--- config.mk ---
export PLATFORM = sky130hd
export DESIGN_NAME = serdes_link_error_monitor
export DESIGN_NICKNAME = d
export VERILOG_FILES = /design/src/core/serdes_mon_pkg.sv /design/src/core/lane_error_counters.sv /design/src/core/lane_checksum.sv /design/src/core/serdes_link_error_monitor.sv
export SDC_FILE = /design/constraint.sdc
export NUM_CORES = 2
export LEC_CHECK = 0
export BUFFER_PORTS_ARGS = -buffer_cell sky130_fd_sc_hd__buf_2
export CAP_MARGIN = 10
export CORE_MARGIN = 2
export CORE_UTILIZATION = 35
export DETAILED_ROUTE_END_ITERATION = 16
export GPL_ROUTABILITY_DRIVEN = 0
export GPL_TIMING_DRIVEN = 0
export MAX_ROUTING_LAYER = met4
export SYNTH_ARGS = -nofsm -noshare
export SYNTH_HDL_FRONTEND = slang
export SYNTH_SLANG_ARGS = --single-unit
--- constraint.sdc ---
create_clock -name ref_clk -period 6.72 [get_ports ref_clk]
set_input_delay 0.336 -clock ref_clk [delete_from_list [all_inputs] [get_ports ref_clk]]
set_output_delay 0.336 -clock ref_clk [all_outputs]
set_load 0.1 [all_outputs]
--- src/core/serdes_mon_pkg.sv ---
// Constants shared by the lane error and link status monitor
package serdes_mon_pkg;
  // ----------------------------------------
  // Sizes
  // ----------------------------------------
  localparam int NUM_LANES = 8;
  localparam int OCTETS_PER_CLK_DEF = 4;
  localparam int PARAM_BYTES = 14;
  localparam int PACKED_SUM_BYTES = 13;
  localparam int ERR_TYPES = 3;
  localparam int REINIT_CNT_W = 11;
  // ----------------------------------------
  // Register offsets
  // ----------------------------------------
  localparam logic [11:0] ADDR_CSUM_MODE = 12'h0300;
  localparam logic [11:0] ADDR_CGS = 12'h0470;
  localparam logic [11:0] ADDR_FRAME_SYNC = 12'h0471;
  localparam logic [11:0] ADDR_CSUM_OK = 12'h0472;
  localparam logic [11:0] ADDR_ALIGN = 12'h0473;
  localparam logic [11:0] ADDR_THRESH = 12'h047C;
  localparam logic [11:0] ADDR_SYNC_MASK = 12'h047D;
  localparam logic [11:0] ADDR_LANE_CFG = 12'h0480;
  localparam logic [11:0] ADDR_LANE_HOLD = 12'h0488;
  localparam logic [11:0] ADDR_LANE_TERM = 12'h0490;
  localparam logic [11:0] ADDR_EV_EN = 12'h04B8;
  localparam logic [11:0] ADDR_MM_EN = 12'h04B9;
  localparam logic [11:0] ADDR_EV_ST = 12'h04BA;
  localparam logic [11:0] ADDR_MM_ST = 12'h04BB;
  // ----------------------------------------
  // Field positions
  // ----------------------------------------
  localparam int CSUM_MODE_BIT = 6;
  localparam int MON_EN_LSB = 3;
  localparam int TYPE_UEK = 0;
  localparam int TYPE_NIT = 1;
  localparam int TYPE_DISP = 2;
  localparam int EV_TYPE_LSB = 5;
  localparam int EV_CGS = 0;
  localparam int EV_FRAME = 1;
  localparam int EV_CSUM = 2;
  localparam int EV_ALIGN = 3;
  localparam int PARAM_F_BYTE = 4;
  // ----------------------------------------
  // Reset values
  // ----------------------------------------
  localparam logic [7:0] THRESH_RST = 8'hFF;
  localparam logic [2:0] SYNC_MASK_RST = 3'h7;
  localparam logic [5:0] LANE_CFG_RST = 6'h3F;
  localparam logic [2:0] HOLD_RST = 3'h0;
  localparam logic [7:0] EV_EN_RST = 8'h00;
  localparam logic MM_EN_RST = 1'b1;
  // ----------------------------------------
  // Timing counts
  // ----------------------------------------
  localparam int REINIT_FRAMES = 5;
  localparam int REINIT_OCTETS = 9;
  localparam logic [2:0] DISP_REINIT_COUNT = 3'h4;
  localparam logic [7:0] CNT_TERMINAL = 8'hFF;
endpackage

--- src/core/lane_error_counters.sv ---
// Three error counters of one lane plus the disparity reinit tally
module lane_error_counters (
  // Clock and reset
  input wire logic ref_clk,
  input wire logic rst_n,
  // Error strobes and controls
  input wire logic [2:0] err,
  input wire logic [2:0] mon_en,
  input wire logic [2:0] hold_en,
  input wire logic [2:0] clr,
  input wire logic reinit,
  input wire logic [7:0] thresh,
  // Results
  output logic [2:0][7:0] cnt,
  output logic [2:0] at_thresh,
  output logic [2:0] terminal,
  output logic disp_limit
);
  typedef struct packed {
    logic [2:0][7:0] cnt;
    logic [2:0] terminal;
    logic [2:0] disp_seen;
  } lane_state_t;

  lane_state_t st;
  lane_state_t next_st;

  always_comb begin
    next_st = st;
    for (int k = 0; k < 3; k++) begin
      if (reinit || clr[k]) begin
        next_st.cnt[k] = 8'h00;
        next_st.terminal[k] = 1'b0;
      end else if (err[k] && mon_en[k]) begin
        if (st.cnt[k] == serdes_mon_pkg::CNT_TERMINAL) begin
          next_st.terminal[k] = 1'b1;
          if (!hold_en[k]) begin
            next_st.cnt[k] = 8'h00;
          end
        end else begin
          next_st.cnt[k] = 8'(st.cnt[k] + 8'h01);
          if (8'(st.cnt[k] + 8'h01) == serdes_mon_pkg::CNT_TERMINAL) begin
            next_st.terminal[k] = 1'b1;
          end
        end
      end
    end
    // Counts bad disparities up to four, monitored or not
    if (reinit) begin
      next_st.disp_seen = 3'h0;
    end else if (err[serdes_mon_pkg::TYPE_DISP] &&
                 st.disp_seen < serdes_mon_pkg::DISP_REINIT_COUNT) begin
      next_st.disp_seen = 3'(st.disp_seen + 3'h1);
    end
  end

  always_ff @(posedge ref_clk) begin
    if (!rst_n) begin
      st <= '0;
    end else begin
      st <= next_st;
    end
  end

  assign cnt = st.cnt;
  assign terminal = st.terminal;
  assign disp_limit = (st.disp_seen == serdes_mon_pkg::DISP_REINIT_COUNT);
  always_comb begin
    for (int k = 0; k < 3; k++) begin
      at_thresh[k] = (st.cnt[k] == thresh);
    end
  end
endmodule

--- src/core/lane_checksum.sv ---
// Checksum check of one lane against its received link parameters
module lane_checksum (
  // Clock and reset
  input wire logic ref_clk,
  input wire logic rst_n,
  // Received parameters
  input wire logic load,
  input wire logic mode_packed,
  input wire logic [8*serdes_mon_pkg::PARAM_BYTES-1:0] params,
  input wire logic [4:0] lane_id,
  input wire logic [7:0] rx_fchk,
  // Result
  output logic ok
);
  typedef struct packed {
    logic ok;
  } csum_state_t;

  csum_state_t st;
  csum_state_t next_st;
  logic [7:0] sum;

  function automatic logic [7:0] pb(input logic [111:0] p, input int i);
    pb = p[8*i +: 8];
  endfunction

  always_comb begin
    sum = 8'h00;
    if (mode_packed) begin
      for (int i = 0; i < serdes_mon_pkg::PACKED_SUM_BYTES; i++) begin
        sum = 8'(sum + pb(params, i));
      end
      sum = 8'(sum + {3'h0, lane_id});
    end else begin
      // Individual fields, minus-one coded where defined
      sum = 8'(params[7:0] + {4'h0, params[11:8]} + {3'h0, lane_id}
        + {7'h00, params[31]} + {3'h0, params[28:24]} + params[39:32]
        + {3'h0, params[44:40]} + params[55:48] + {3'h0, params[60:56]}
        + {5'h00, params[71:69]} + {3'h0, params[68:64]}
        + {5'h00, params[79:77]} + {3'h0, params[76:72]}
        + {7'h00, params[87]});
    end
    next_st = st;
    if (load) begin
      next_st.ok = (sum == rx_fchk);
    end
  end

  always_ff @(posedge ref_clk) begin
    if (!rst_n) begin
      st <= '0;
    end else begin
      st <= next_st;
    end
  end

  assign ok = st.ok;
endmodule

--- src/core/serdes_link_error_monitor.sv ---
// Lane error counting, link reinitialization and link status monitor
module serdes_link_error_monitor #(
  parameter int LANES = serdes_mon_pkg::NUM_LANES,
  parameter int OCTETS_PER_CLK = serdes_mon_pkg::OCTETS_PER_CLK_DEF
) (
  // Clock and reset
  input wire logic ref_clk,
  input wire logic rst_n,
  // Register port
  input wire logic [11:0] reg_addr,
  input wire logic reg_wr,
  input wire logic [7:0] reg_wdata,
  output logic [7:0] reg_rdata,
  // Lane decoder status and error strobes, {disparity, not-in-table, unexpected control}
  input wire logic [LANES-1:0] lane_cgs_done,
  input wire logic [LANES-1:0] lane_frame_sync_done,
  input wire logic [LANES-1:0] lane_align_done,
  input wire logic [3*LANES-1:0] lane_char_err,
  // Link parameters
  input wire logic ilas_params_valid,
  input wire logic [8*serdes_mon_pkg::PARAM_BYTES-1:0] rx_params,
  input wire logic [8*serdes_mon_pkg::PARAM_BYTES-1:0] local_params,
  input wire logic [8*LANES-1:0] rx_lane_fchk,
  input wire logic [5*LANES-1:0] rx_lane_id,
  // Link side outputs
  output logic sync_request_out_n,
  output logic irq_out
);
  localparam int RW = serdes_mon_pkg::REINIT_CNT_W;

  typedef struct packed {
    logic [7:0] thresh;
    logic [2:0] mask;
    logic csum_mode;
    logic [LANES-1:0][5:0] lane_cfg;
    logic [LANES-1:0][2:0] hold;
    logic [7:0] ev_en;
    logic mm_en;
    logic [7:0] ev_st;
    logic mm_st;
    logic [LANES-1:0] cgs;
    logic [LANES-1:0] fsync;
    logic [LANES-1:0] align;
    logic csum_chk;
    logic [2:0] reach_prev;
    logic [RW-1:0] reinit_cnt;
    logic sync_n;
    logic irq;
    logic [7:0] rdata;
  } state_t;

  state_t st;
  state_t next_st;

  logic [LANES-1:0][2:0] ctr_clr;
  logic [LANES-1:0][2:0][7:0] cnt;
  logic [LANES-1:0][2:0] at_thresh;
  logic [LANES-1:0][2:0] terminal;
  logic [LANES-1:0] disp_limit;
  logic [LANES-1:0] csum_ok;
  logic [2:0] any_reach;
  logic [2:0] reach_rise;
  logic reinit_start;
  logic [RW-1:0] reinit_len;
  logic [7:0] events;
  logic mismatch;

  // ----------------------------------------
  // Per lane counters and checksum checks
  // ----------------------------------------
  for (genvar l = 0; l < LANES; l++) begin : g_lane
    lane_error_counters u_cnt (
      .ref_clk(ref_clk),
      .rst_n(rst_n),
      .err(lane_char_err[3*l +: 3]),
      .mon_en(st.lane_cfg[l][5:3]),
      .hold_en(st.hold[l]),
      .clr(ctr_clr[l]),
      .reinit(reinit_start),
      .thresh(st.thresh),
      .cnt(cnt[l]),
      .at_thresh(at_thresh[l]),
      .terminal(terminal[l]),
      .disp_limit(disp_limit[l])
    );
    lane_checksum u_csum (
      .ref_clk(ref_clk),
      .rst_n(rst_n),
      .load(ilas_params_valid),
      .mode_packed(st.csum_mode),
      .params(rx_params),
      .lane_id(rx_lane_id[5*l +: 5]),
      .rx_fchk(rx_lane_fchk[8*l +: 8]),
      .ok(csum_ok[l])
    );
  end

  // ----------------------------------------
  // Next state
  // ----------------------------------------
  always_comb begin
    next_st = st;
    for (int l = 0; l < LANES; l++) begin
      for (int k = 0; k < 3; k++) begin
        ctr_clr[l][k] = reg_wr && (reg_addr == 12'(serdes_mon_pkg::ADDR_LANE_CFG + l))
          && !reg_wdata[k];
      end
    end
    for (int k = 0; k < 3; k++) begin
      any_reach[k] = 1'b0;
      for (int l = 0; l < LANES; l++) begin
        any_reach[k] = any_reach[k] | at_thresh[l][k];
      end
    end
    // Edge only: a zero threshold must not retrigger after the clear
    reach_rise = any_reach & ~st.reach_prev;
    next_st.reach_prev = any_reach;
    reinit_start = (st.reinit_cnt == '0) &&
      ((|disp_limit) || (|(reach_rise & st.mask)));
    reinit_len = RW'(((serdes_mon_pkg::REINIT_FRAMES *
      (int'(local_params[8*serdes_mon_pkg::PARAM_F_BYTE +: 8]) + 1)
      + serdes_mon_pkg::REINIT_OCTETS) + OCTETS_PER_CLK - 1) / OCTETS_PER_CLK);
    if (reinit_start) begin
      next_st.reinit_cnt = reinit_len;
    end else if (st.reinit_cnt != '0) begin
      next_st.reinit_cnt = RW'(st.reinit_cnt - 1'b1);
    end
    next_st.sync_n = (next_st.reinit_cnt == '0);

    next_st.cgs = lane_cgs_done;
    next_st.fsync = lane_frame_sync_done;
    next_st.align = lane_align_done;
    next_st.csum_chk = ilas_params_valid;
    events = 8'h00;
    events[7:5] = reach_rise;
    events[serdes_mon_pkg::EV_CGS] = |(st.cgs & ~lane_cgs_done);
    events[serdes_mon_pkg::EV_FRAME] = |(st.fsync & ~lane_frame_sync_done);
    events[serdes_mon_pkg::EV_CSUM] = st.csum_chk && !(&csum_ok);
    events[serdes_mon_pkg::EV_ALIGN] = |(st.align & ~lane_align_done);
    mismatch = ilas_params_valid && (rx_params != local_params);

    // Set wins over a clear in the same cycle; reinit leaves these alone
    if (reg_wr && reg_addr == serdes_mon_pkg::ADDR_EV_ST) begin
      next_st.ev_st = st.ev_st & ~reg_wdata;
    end
    if (reg_wr && reg_addr == serdes_mon_pkg::ADDR_MM_ST && reg_wdata[0]) begin
      next_st.mm_st = 1'b0;
    end
    next_st.ev_st = next_st.ev_st | (events & st.ev_en);
    next_st.mm_st = next_st.mm_st | (mismatch & st.mm_en);

    if (reg_wr) begin
      case (reg_addr)
        serdes_mon_pkg::ADDR_THRESH: next_st.thresh = reg_wdata;
        serdes_mon_pkg::ADDR_SYNC_MASK: next_st.mask = reg_wdata[2:0];
        serdes_mon_pkg::ADDR_CSUM_MODE: begin
          next_st.csum_mode = reg_wdata[serdes_mon_pkg::CSUM_MODE_BIT];
        end
        serdes_mon_pkg::ADDR_EV_EN: next_st.ev_en = reg_wdata;
        serdes_mon_pkg::ADDR_MM_EN: next_st.mm_en = reg_wdata[0];
        default: begin
        end
      endcase
      for (int l = 0; l < LANES; l++) begin
        if (reg_addr == 12'(serdes_mon_pkg::ADDR_LANE_CFG + l)) begin
          next_st.lane_cfg[l] = reg_wdata[5:0];
        end
        if (reg_addr == 12'(serdes_mon_pkg::ADDR_LANE_HOLD + l)) begin
          next_st.hold[l] = reg_wdata[2:0];
        end
      end
    end
    next_st.irq = (|(next_st.ev_st & next_st.ev_en)) |
      (next_st.mm_st & next_st.mm_en);

    // Read data, registered; unmapped addresses read zero
    next_st.rdata = 8'h00;
    case (reg_addr)
      serdes_mon_pkg::ADDR_CGS: next_st.rdata = 8'(st.cgs);
      serdes_mon_pkg::ADDR_FRAME_SYNC: next_st.rdata = 8'(st.fsync);
      serdes_mon_pkg::ADDR_CSUM_OK: next_st.rdata = 8'(csum_ok);
      serdes_mon_pkg::ADDR_ALIGN: next_st.rdata = 8'(st.align);
      serdes_mon_pkg::ADDR_THRESH: next_st.rdata = st.thresh;
      serdes_mon_pkg::ADDR_SYNC_MASK: next_st.rdata = {5'h00, st.mask};
      serdes_mon_pkg::ADDR_CSUM_MODE: next_st.rdata = {1'b0, st.csum_mode, 6'h00};
      serdes_mon_pkg::ADDR_EV_EN: next_st.rdata = st.ev_en;
      serdes_mon_pkg::ADDR_MM_EN: next_st.rdata = {7'h00, st.mm_en};
      serdes_mon_pkg::ADDR_EV_ST: next_st.rdata = st.ev_st;
      serdes_mon_pkg::ADDR_MM_ST: next_st.rdata = {7'h00, st.mm_st};
      default: begin
      end
    endcase
    for (int l = 0; l < LANES; l++) begin
      if (reg_addr == 12'(serdes_mon_pkg::ADDR_LANE_CFG + l)) begin
        next_st.rdata = {2'h0, st.lane_cfg[l]};
      end
      if (reg_addr == 12'(serdes_mon_pkg::ADDR_LANE_HOLD + l)) begin
        next_st.rdata = {5'h00, st.hold[l]};
      end
      if (reg_addr == 12'(serdes_mon_pkg::ADDR_LANE_TERM + l)) begin
        next_st.rdata = {5'h00, terminal[l]};
      end
    end
  end

  // ----------------------------------------
  // State register
  // ----------------------------------------
  always_ff @(posedge ref_clk) begin
    if (!rst_n) begin
      st <= '0;
      st.thresh <= serdes_mon_pkg::THRESH_RST;
      st.mask <= serdes_mon_pkg::SYNC_MASK_RST;
      st.lane_cfg <= {LANES{serdes_mon_pkg::LANE_CFG_RST}};
      st.hold <= {LANES{serdes_mon_pkg::HOLD_RST}};
      st.ev_en <= serdes_mon_pkg::EV_EN_RST;
      st.mm_en <= serdes_mon_pkg::MM_EN_RST;
      st.sync_n <= 1'b1;
    end else begin
      st <= next_st;
    end
  end

  assign reg_rdata = st.rdata;
  assign sync_request_out_n = st.sync_n;
  assign irq_out = st.irq;

  // ----------------------------------------
  // Checks
  // ----------------------------------------
  property p_thresh_reset;
    @(posedge ref_clk) !rst_n |=> st.thresh == 8'hFF && st.lane_cfg[0] == 6'h3F && st.mm_en;
  endproperty
  a_thresh_reset: assert property (p_thresh_reset) else $error("bad reset value");

  property p_disp_reinit;
    @(posedge ref_clk) disable iff (!rst_n)
      (|disp_limit) && st.reinit_cnt == '0 |=> !sync_request_out_n;
  endproperty
  a_disp_reinit: assert property (p_disp_reinit) else $error("no reinit on disparity");

  property p_sync_len;
    @(posedge ref_clk) disable iff (!rst_n)
      reinit_start |=> st.reinit_cnt == reinit_len && !sync_request_out_n;
  endproperty
  a_sync_len: assert property (p_sync_len) else $error("sync request length wrong");

  property p_mask_off;
    @(posedge ref_clk) disable iff (!rst_n)
      st.reinit_cnt == '0 && !(|disp_limit) && (reach_rise & st.mask) == 3'h0
      |=> sync_request_out_n;
  endproperty
  a_mask_off: assert property (p_mask_off) else $error("unmasked sync request");

  property p_clear_on_reinit;
    @(posedge ref_clk) disable iff (!rst_n)
      reinit_start && !(reg_wr && reg_addr == serdes_mon_pkg::ADDR_EV_ST)
      |=> cnt == '0 && (st.ev_st & $past(st.ev_st)) == $past(st.ev_st);
  endproperty
  a_clear_on_reinit: assert property (p_clear_on_reinit) else $error("reinit clear wrong");

  property p_set_enabled;
    @(posedge ref_clk) disable iff (!rst_n)
      ##1 (st.ev_st & ~$past(st.ev_st) & ~$past(st.ev_en)) == 8'h00;
  endproperty
  a_set_enabled: assert property (p_set_enabled) else $error("status set while disabled");

  property p_irq_or;
    @(posedge ref_clk) disable iff (!rst_n)
      irq_out == ((|(st.ev_st & st.ev_en)) | (st.mm_st & st.mm_en));
  endproperty
  a_irq_or: assert property (p_irq_or) else $error("interrupt not OR of status");

  property p_w1c;
    @(posedge ref_clk) disable iff (!rst_n)
      reg_wr && reg_addr == serdes_mon_pkg::ADDR_EV_ST && reg_wdata[0] && !events[0]
      |=> !st.ev_st[0];
  endproperty
  a_w1c: assert property (p_w1c) else $error("status bit not cleared");

  property p_mismatch;
    @(posedge ref_clk) disable iff (!rst_n)
      ilas_params_valid && rx_params != local_params && st.mm_en |=> st.mm_st && irq_out;
  endproperty
  a_mismatch: assert property (p_mismatch) else $error("mismatch not flagged");
endmodule

# Word level (Yosys, flattened, before mapping)
# Index checks and enable logic that the tools add are counted.
classes:
  addsub: 155
  mux: 136
  mul: 1
  n_reduce_logical: 228
  order_cmp: 8
  bitwise_logic: 41
  eq_ne: 148
op_table:
  columns: ["operator", "count"]
  rows:
  - ["8-bit 2-to-1 mux", 58]
  - ["8-bit by 5-bit adder with 8-bit output", 56]
  - ["12-bit by 11-bit equality test with 1-bit output (second input constant)", 34]
  - ["8-bit equality test (second input constant)", 48]
  - ["8-bit equality test", 32]
  - ["8-bit adder", 28]
  - ["8-bit by 1-bit adder with 8-bit output (second input constant)", 24]
  - ["2-bit AND reduction", 67]
  - ["6-bit 2-to-1 mux", 22]
  - ["8-bit by 1-bit adder with 8-bit output", 16]
  - ["8-bit by 3-bit adder with 8-bit output", 16]
  - ["112-bit inequality test", 1]
  - ["8-bit case mux with 11 select lines", 1]
  - ["1-bit logical AND", 70]
  - ["2-bit OR reduction", 26]
  - ["1-bit 2-to-1 mux", 50]
  - ["8-bit bitwise AND", 6]
  - ["2-bit inequality test (second input constant)", 24]
  - ["2-bit nonzero test", 24]
  - ["8-bit OR reduction", 5]
  - ["8-bit NOT", 4]
  - ["1-bit logical OR", 25]
  - ["25-bit OR reduction", 1]
  - ["3-bit by 1-bit adder with 3-bit output (second input constant)", 8]
  - ["other kinds (25)", 71]
word_totals:
  word_cells: 815
  regBits: 399
  output_inout_bits: 10
  inputBits: 400

# Depth between registers and ports, before layout
depth:
  depth_word: 26
  depth_mapped: 22

# Hierarchy
# Synthesis repeated with hierarchy kept, for this count alone.
unflattened:
  hier_cells: 6450
  hier_area_um2: 59427.0
modules_own_cells:
  columns: ["module", "area_per_inst_um2", "cells_per_inst", "seq_area_each_um2", "instances"]
  rows:
  - ["lane_checksum (g_lane[0].u_csum ...)", 3942.5, 364, 20.0, 5]
  - ["lane_error_counters", 2275.9, 291, 600.6, 8]
  - ["serdes_link_error_monitor", 9477.8, 1173, 3022.9, 1]
  - ["lane_checksum (g_lane[5].u_csum)", 4010.1, 374, 20.0, 1]
  - ["lane_checksum (g_lane[6].u_csum)", 4010.1, 379, 20.0, 1]
  - ["lane_checksum (g_lane[7].u_csum)", 4008.8, 376, 20.0, 1]

# Least setup slack after synthesis
# Ideal clock, no wire load.
synth_path:
  path_type: "in2reg"
  from: "input port rx_params[0] (netlist name)"
  to: "register g_lane[2].u_csum.st"
  setup_slack_ns: 0.796
  cell_stages: 18
  n_path_buf: 0
  arrival_ns: 5.823
  path_cell_list: "ha_1 fa_1 a21o_1 a21oi_1 xor2_1 fa_1 fa_1 fa_1 fa_1 inv_1 ha_1 ha_1 a2111oi_0 nor3_1 xnor2_1 o221ai_1 xor2_1 o41ai_1"
synth_between:
  elab_chain_len: 15
  word_cells_on_any_way: 28
  cone_classes: "26 x add/sub; 1 x eq/ne; 1 x mux"
synth_lines:
  columns: ["item", "line_no", "text"]
  rows:
  - ["start: declaration", "serdes_link_error_monitor.sv:21", "input wire logic [8*serdes_mon_pkg::PARAM_BYTES-1:0] rx_params,"]
  - ["8-bit by 4-bit adder with 8-bit output or 8-bit adder (tied branches)", "lane_checksum.sv:36, lane_checksum.sv:31", null]
  - ["8-bit by 5-bit adder with 8-bit output or 8-bit adder (tied branches)", "lane_checksum.sv:36, lane_checksum.sv:31", null]
  - ["8-bit by 1-bit adder with 8-bit output or 8-bit adder (tied branches)", "lane_checksum.sv:37, lane_checksum.sv:31", null]
  - ["8-bit by 5-bit adder with 8-bit output or 8-bit adder (tied branches)", "lane_checksum.sv:37, lane_checksum.sv:31", null]
  - ["8-bit adder, on equally long branches", "lane_checksum.sv:37, lane_checksum.sv:31", null]
  - ["8-bit by 5-bit adder with 8-bit output or 8-bit adder (tied branches)", "lane_checksum.sv:38, lane_checksum.sv:31", null]
  - ["8-bit adder, on equally long branches", "lane_checksum.sv:38, lane_checksum.sv:31", null]
  - ["8-bit by 5-bit adder with 8-bit output or 8-bit adder (tied branches)", "lane_checksum.sv:38, lane_checksum.sv:31", null]
  - ["8-bit by 3-bit adder with 8-bit output or 8-bit adder (tied branches)", "lane_checksum.sv:39, lane_checksum.sv:31", null]
  - ["8-bit by 5-bit adder with 8-bit output or 8-bit adder (tied branches)", "lane_checksum.sv:39, lane_checksum.sv:31", null]
  - ["8-bit by 3-bit adder with 8-bit output or 8-bit adder (tied branches)", "lane_checksum.sv:40, lane_checksum.sv:31", null]
  - ["8-bit by 5-bit adder with 8-bit output or 8-bit adder (tied branches)", "lane_checksum.sv:40, lane_checksum.sv:31", null]
  - ["8-bit by 1-bit adder with 8-bit output or 8-bit by 5-bit adder with 8-bit output (tied branches)", "lane_checksum.sv:41, lane_checksum.sv:33", null]
  - ["8-bit 2-to-1 mux *", "lane_checksum.sv:29", "if (mode_packed) begin"]
  - ["8-bit equality test *", "lane_checksum.sv:45", "next_st.ok = (sum == rx_fchk);"]
  - ["end signal: assignment", "lane_checksum.sv:53", "st <= next_st;"]
  - ["end: declaration", "lane_checksum.sv:19", "csum_state_t st;"]
# Mark *: on every way between the ends. The rest lies on a longest branch, timed or not.
# A chain may end at the register's enable or synchronous reset.

# Worst setup path in the final report
layout_path:
  from: "input port rx_params[50] (netlist name)"
  to: "register g_lane[5].u_csum.st"
layout_between:
  elab_chain_len: 10
  word_cells_on_any_way: 17
  cone_classes: "15 x add/sub; 1 x eq/ne; 1 x mux"
layout_lines:
  columns: ["item", "line_no", "text"]
  rows:
  - ["8-bit adder (7 in series)", "lane_checksum.sv:31", "sum = 8'(sum + pb(params, i));"]
  - ["8-bit by 5-bit adder with 8-bit output", "lane_checksum.sv:33", "sum = 8'(sum + {3'h0, lane_id});"]
  - ["8-bit 2-to-1 mux *", "lane_checksum.sv:29", null]
  - ["8-bit equality test *", "lane_checksum.sv:45", null]
  - ["end signal: assignment", "lane_checksum.sv:53", null]
  - ["end: declaration", "lane_checksum.sv:19", null]
# Marked as above.

==> metrics.yaml <==
floorplan:
  initial_utilization_pct: 35.4
  die_height_um: 326
  die-area_um2: 106000
  die_x_um: 326
  coreArea_um2: 102000
  num_rows: 117
  num_io_pins: 410
logic_synthesis:
  ys_warn_count: 0
  synthTopCellsByArea: "dfxtp_1 (22%), fa_1 (12%), ha_1 (8.1%), xnor2_1 (7.8%), xor2_1 (5.9%)"
  async_reset_ff_share_pct: 0
  synth_flop_cell: "dfxtp_1"
  ys_ff_latch: 399
  synth_edf_count: 0
  ys_seq_area_share_pct: 22.1
  synth_top_area_share_pct: 22.1
  syn_avg_cell_area_um2: 8.35
  synth_common_cells: "nor2_1 (452), dfxtp_1 (399), inv_1 (323)"
  synth_cells: 4338
  ys_types: 92
  synth.cell_area_um2: 36200
  synth.most_common_cell: "nor2_1"
  synth_top_area_cell: "dfxtp_1"
  syn_nets: 5196
sta:
  finClkSkew_ns: 0.0447
  tightestPinTransition_ns: 1.33
  holdWs_ns: 0.0427
  slew_headroom_pct: 11.1
  period_share_pct: 96.5
  slew_violations: 0
  period_needed_ns: 6.48
  rsz0062_at_grt: "no"
  max_freq_ghz: 0.154
  setup-violations-final: 0
  finalHoldViolCount: 0
routing:
  firstDrtPassIters: 9
  vias_per_cell: 5.41
  drc_errors: 0
  first_iter_violations: 3425
  wirelength_mm: 138
  wire_per_inst_um: 22.1
  drtAntennaViolNets: 0
  via_count: 33800
grt:
  grt_pass1_wl_mm: 202
  grt.total_usage_pct: 26.0
  antenna_found_initial: 25
  grt_max_degree: 14
  grt_pass1_vias: 32500
  overflow: 0
critical_path:
  cpPeakStageDelay_ns: 0.78
  arrival_ns: 7.00
  start_kind: "input pin"
  path_class: "in2reg"
  crit_fanout: 10
  crit_family: "adder cells"
  critical_path.cell_chain: "buf_2, fa_1, fa_1, inv_1, fa_1, fa_1, fa_1, inv_1, ha_1, a21o_1, a21oi_1, xnor2_1, clkbuf_1, clkbuf_1, nor2_1, mux2i_1, o21ai_0, xor2_1, o41ai_1"
  cp_common_cell: "fa_1"
  worst_setup_path_end_kind: "flop"
  required_ns: 7.23
  slowest_stage: "fa_1"
  critical_path_buf_inv_count: 5
clocking:
  clk_latency_ns: 0.62
  clock_sinks: 399
  numCtsBuffers: 50
  cts_max_path_buffers: 3
  cts_root_buf: "clkbuf_16"
  cts_tree: "built"
  htreeDepth: 2
  clkSlewWorstSetupHoldPaths_ns: 0.06
flow_run:
  cap_violations: 0
power_and_ir_drop:
  power_density_nw_per_um2: 596
  power_leakage_uw: 0.0174
  peakVddDrop_mv: 0.749
placed_design:
  place_hpwl_mm: 110
  placed_cell_area_um2: 40000
  numPortBuffers: 408
layout:
  drive_above_1_share_pct: 14.0
  final_cell_area_um2: 42000
  fin_nets: 5678
  n_fill_cell: 10500
  area_growth_pct: 16.0
outcome:
  status: "finished, final reports clean"
hold_path:
  min_path_type: "in2reg"
[per-stage QoR]
step / setup WS [ns] / setup TNS (ns) / power [uW] / cells / util, %
finish: 0.236 / 0 / 25000 / 6247 / 41.1
global route: 0.0687 / 0 / 27200 / 6244 / 41.1
CTS: 0.250 / 0 / 24900 / 6225 / 41.0
detailed placement: -0.404 / -2.42 / 21800 / 6117 / 39.1
global placement: -0.718 / -4.68 / 21600 / 6114 / 39.1
floorplan: 0.796 / 0 / 18200 / 4338 / -
[flip-flops by register name, indices dropped and copies added (netlist names)]
register / cells
g_lane.u_cnt.st: 24
sync_request_out_n: 1
st: 141
g_lane.u_cnt.terminal: 24
irq_out: 1
g_lane.u_cnt.cnt: 192
reg_rdata: 8
g_lane.u_csum.ok: 8
[routing by layer]
metal	track usage, %	vias up	wire (um)
met4	11.3	0	7500
met3	5.44	368	12300
met1	30.9	16000	54400
met2	42.3	1548	64100
met5	-	-	0
li1	-	15900	-
[area by class of cell]
type	instances	area, um2	area share [%]
multi-input combinational	3427	26000	62.0
sequential	399	7990	19.0
timing repair buffer	430	2260	5.39
tap	1368	1710	4.08
clock buffer	63	1380	3.29
inverter	323	1210	2.89
buffer	189	993	2.37
clock inverter	26	363	0.864
antenna	22	55.1	0.131
[layout by cell type (no fill, tap or decap), types with 14 or more instances in the layout]
cell	synthesis	routed
a21o_1	38	38
fa_1	225	225
dlygate4sd3_1	0	19
a21boi_0	39	39
o21ai_0	204	204
a21oi_1	233	233
buf_1	14	14
or3_1	16	16
nor3b_1	36	36
a22oi_1	31	31
a31oi_1	35	35
or2_2	17	17
and3_1	64	64
nor3_1	102	102
nor2_1	452	452
nand2_1	319	319
ha_1	233	233
a211oi_2	21	21
inv_1	323	323
mux2i_1	44	44
nand2b_1	34	34
or2_1	19	19
and2_1	44	44
nor2b_1	61	61
clkbuf_1	105	110
buf_4	17	19
clkbuf_16	0	50
nor4_1	59	59
nand3_1	174	174
mux2_2	20	20
xnor2_1	322	321
xor2_1	245	245
diode_2	0	22
o22ai_1	30	30
buf_6	23	23
nand4_1	93	93
buf_2	27	435
dfxtp_1	399	399
[tightest hold or removal path: cells and delay by family]
kind            cells  cell delay, ns
simple gates        1            0.07
buf+inv             1            0.13
compound gates      1            0.07
[where the power goes]
group | internal, uW | switching [uW] | leakage [uW]
Sequential | 2450 | 94.1 | 0.00324
Clock | 1730 | 1160 | 0.000859
Combinational | 8230 | 11400 | 0.0133
Total | 12400 | 12600 | 0.0174
[kinds of logic after synthesis]
group	count (synthesis)	share of synthesized area (%)
buffers and inverters	512	6.09
AND/OR/NAND/NOR	1553	21.2
AO/OA/AOI/OAI	770	14.0
adder cells (fa/ha/maj)	466	20.7
flip-flops	399	22.1
XOR/XNOR	571	13.9
multiplexers	67	2.03
[final timing paths]
check                             from                                    to  slack [ns]  cells after the start
setup / recovery         rx_params[50]      g_lane[5].u_csum.ok$_SDFFE_PN0P_        0.24                     19
hold / removal       lane_char_err[14]    g_lane[4].u_cnt.st[2]$_SDFFE_PP0P_        0.04                      3
setup reg to reg  st[147]$_SDFFE_PN1P_  g_lane[3].u_cnt.cnt[17]$_SDFFE_PP0P_        2.51                     13
hold reg to reg   st[116]$_SDFFE_PN1P_                  st[116]$_SDFFE_PN1P_        0.48                      2
[repair_timing]
action | CTS | global route
setup buffers | 0 | 0
hold endpoints to repair | 19 | 0
hold buffers | 19 | 0
resized for setup | 0 | 0
Note: power is estimated with default switching activity, not from simulation.
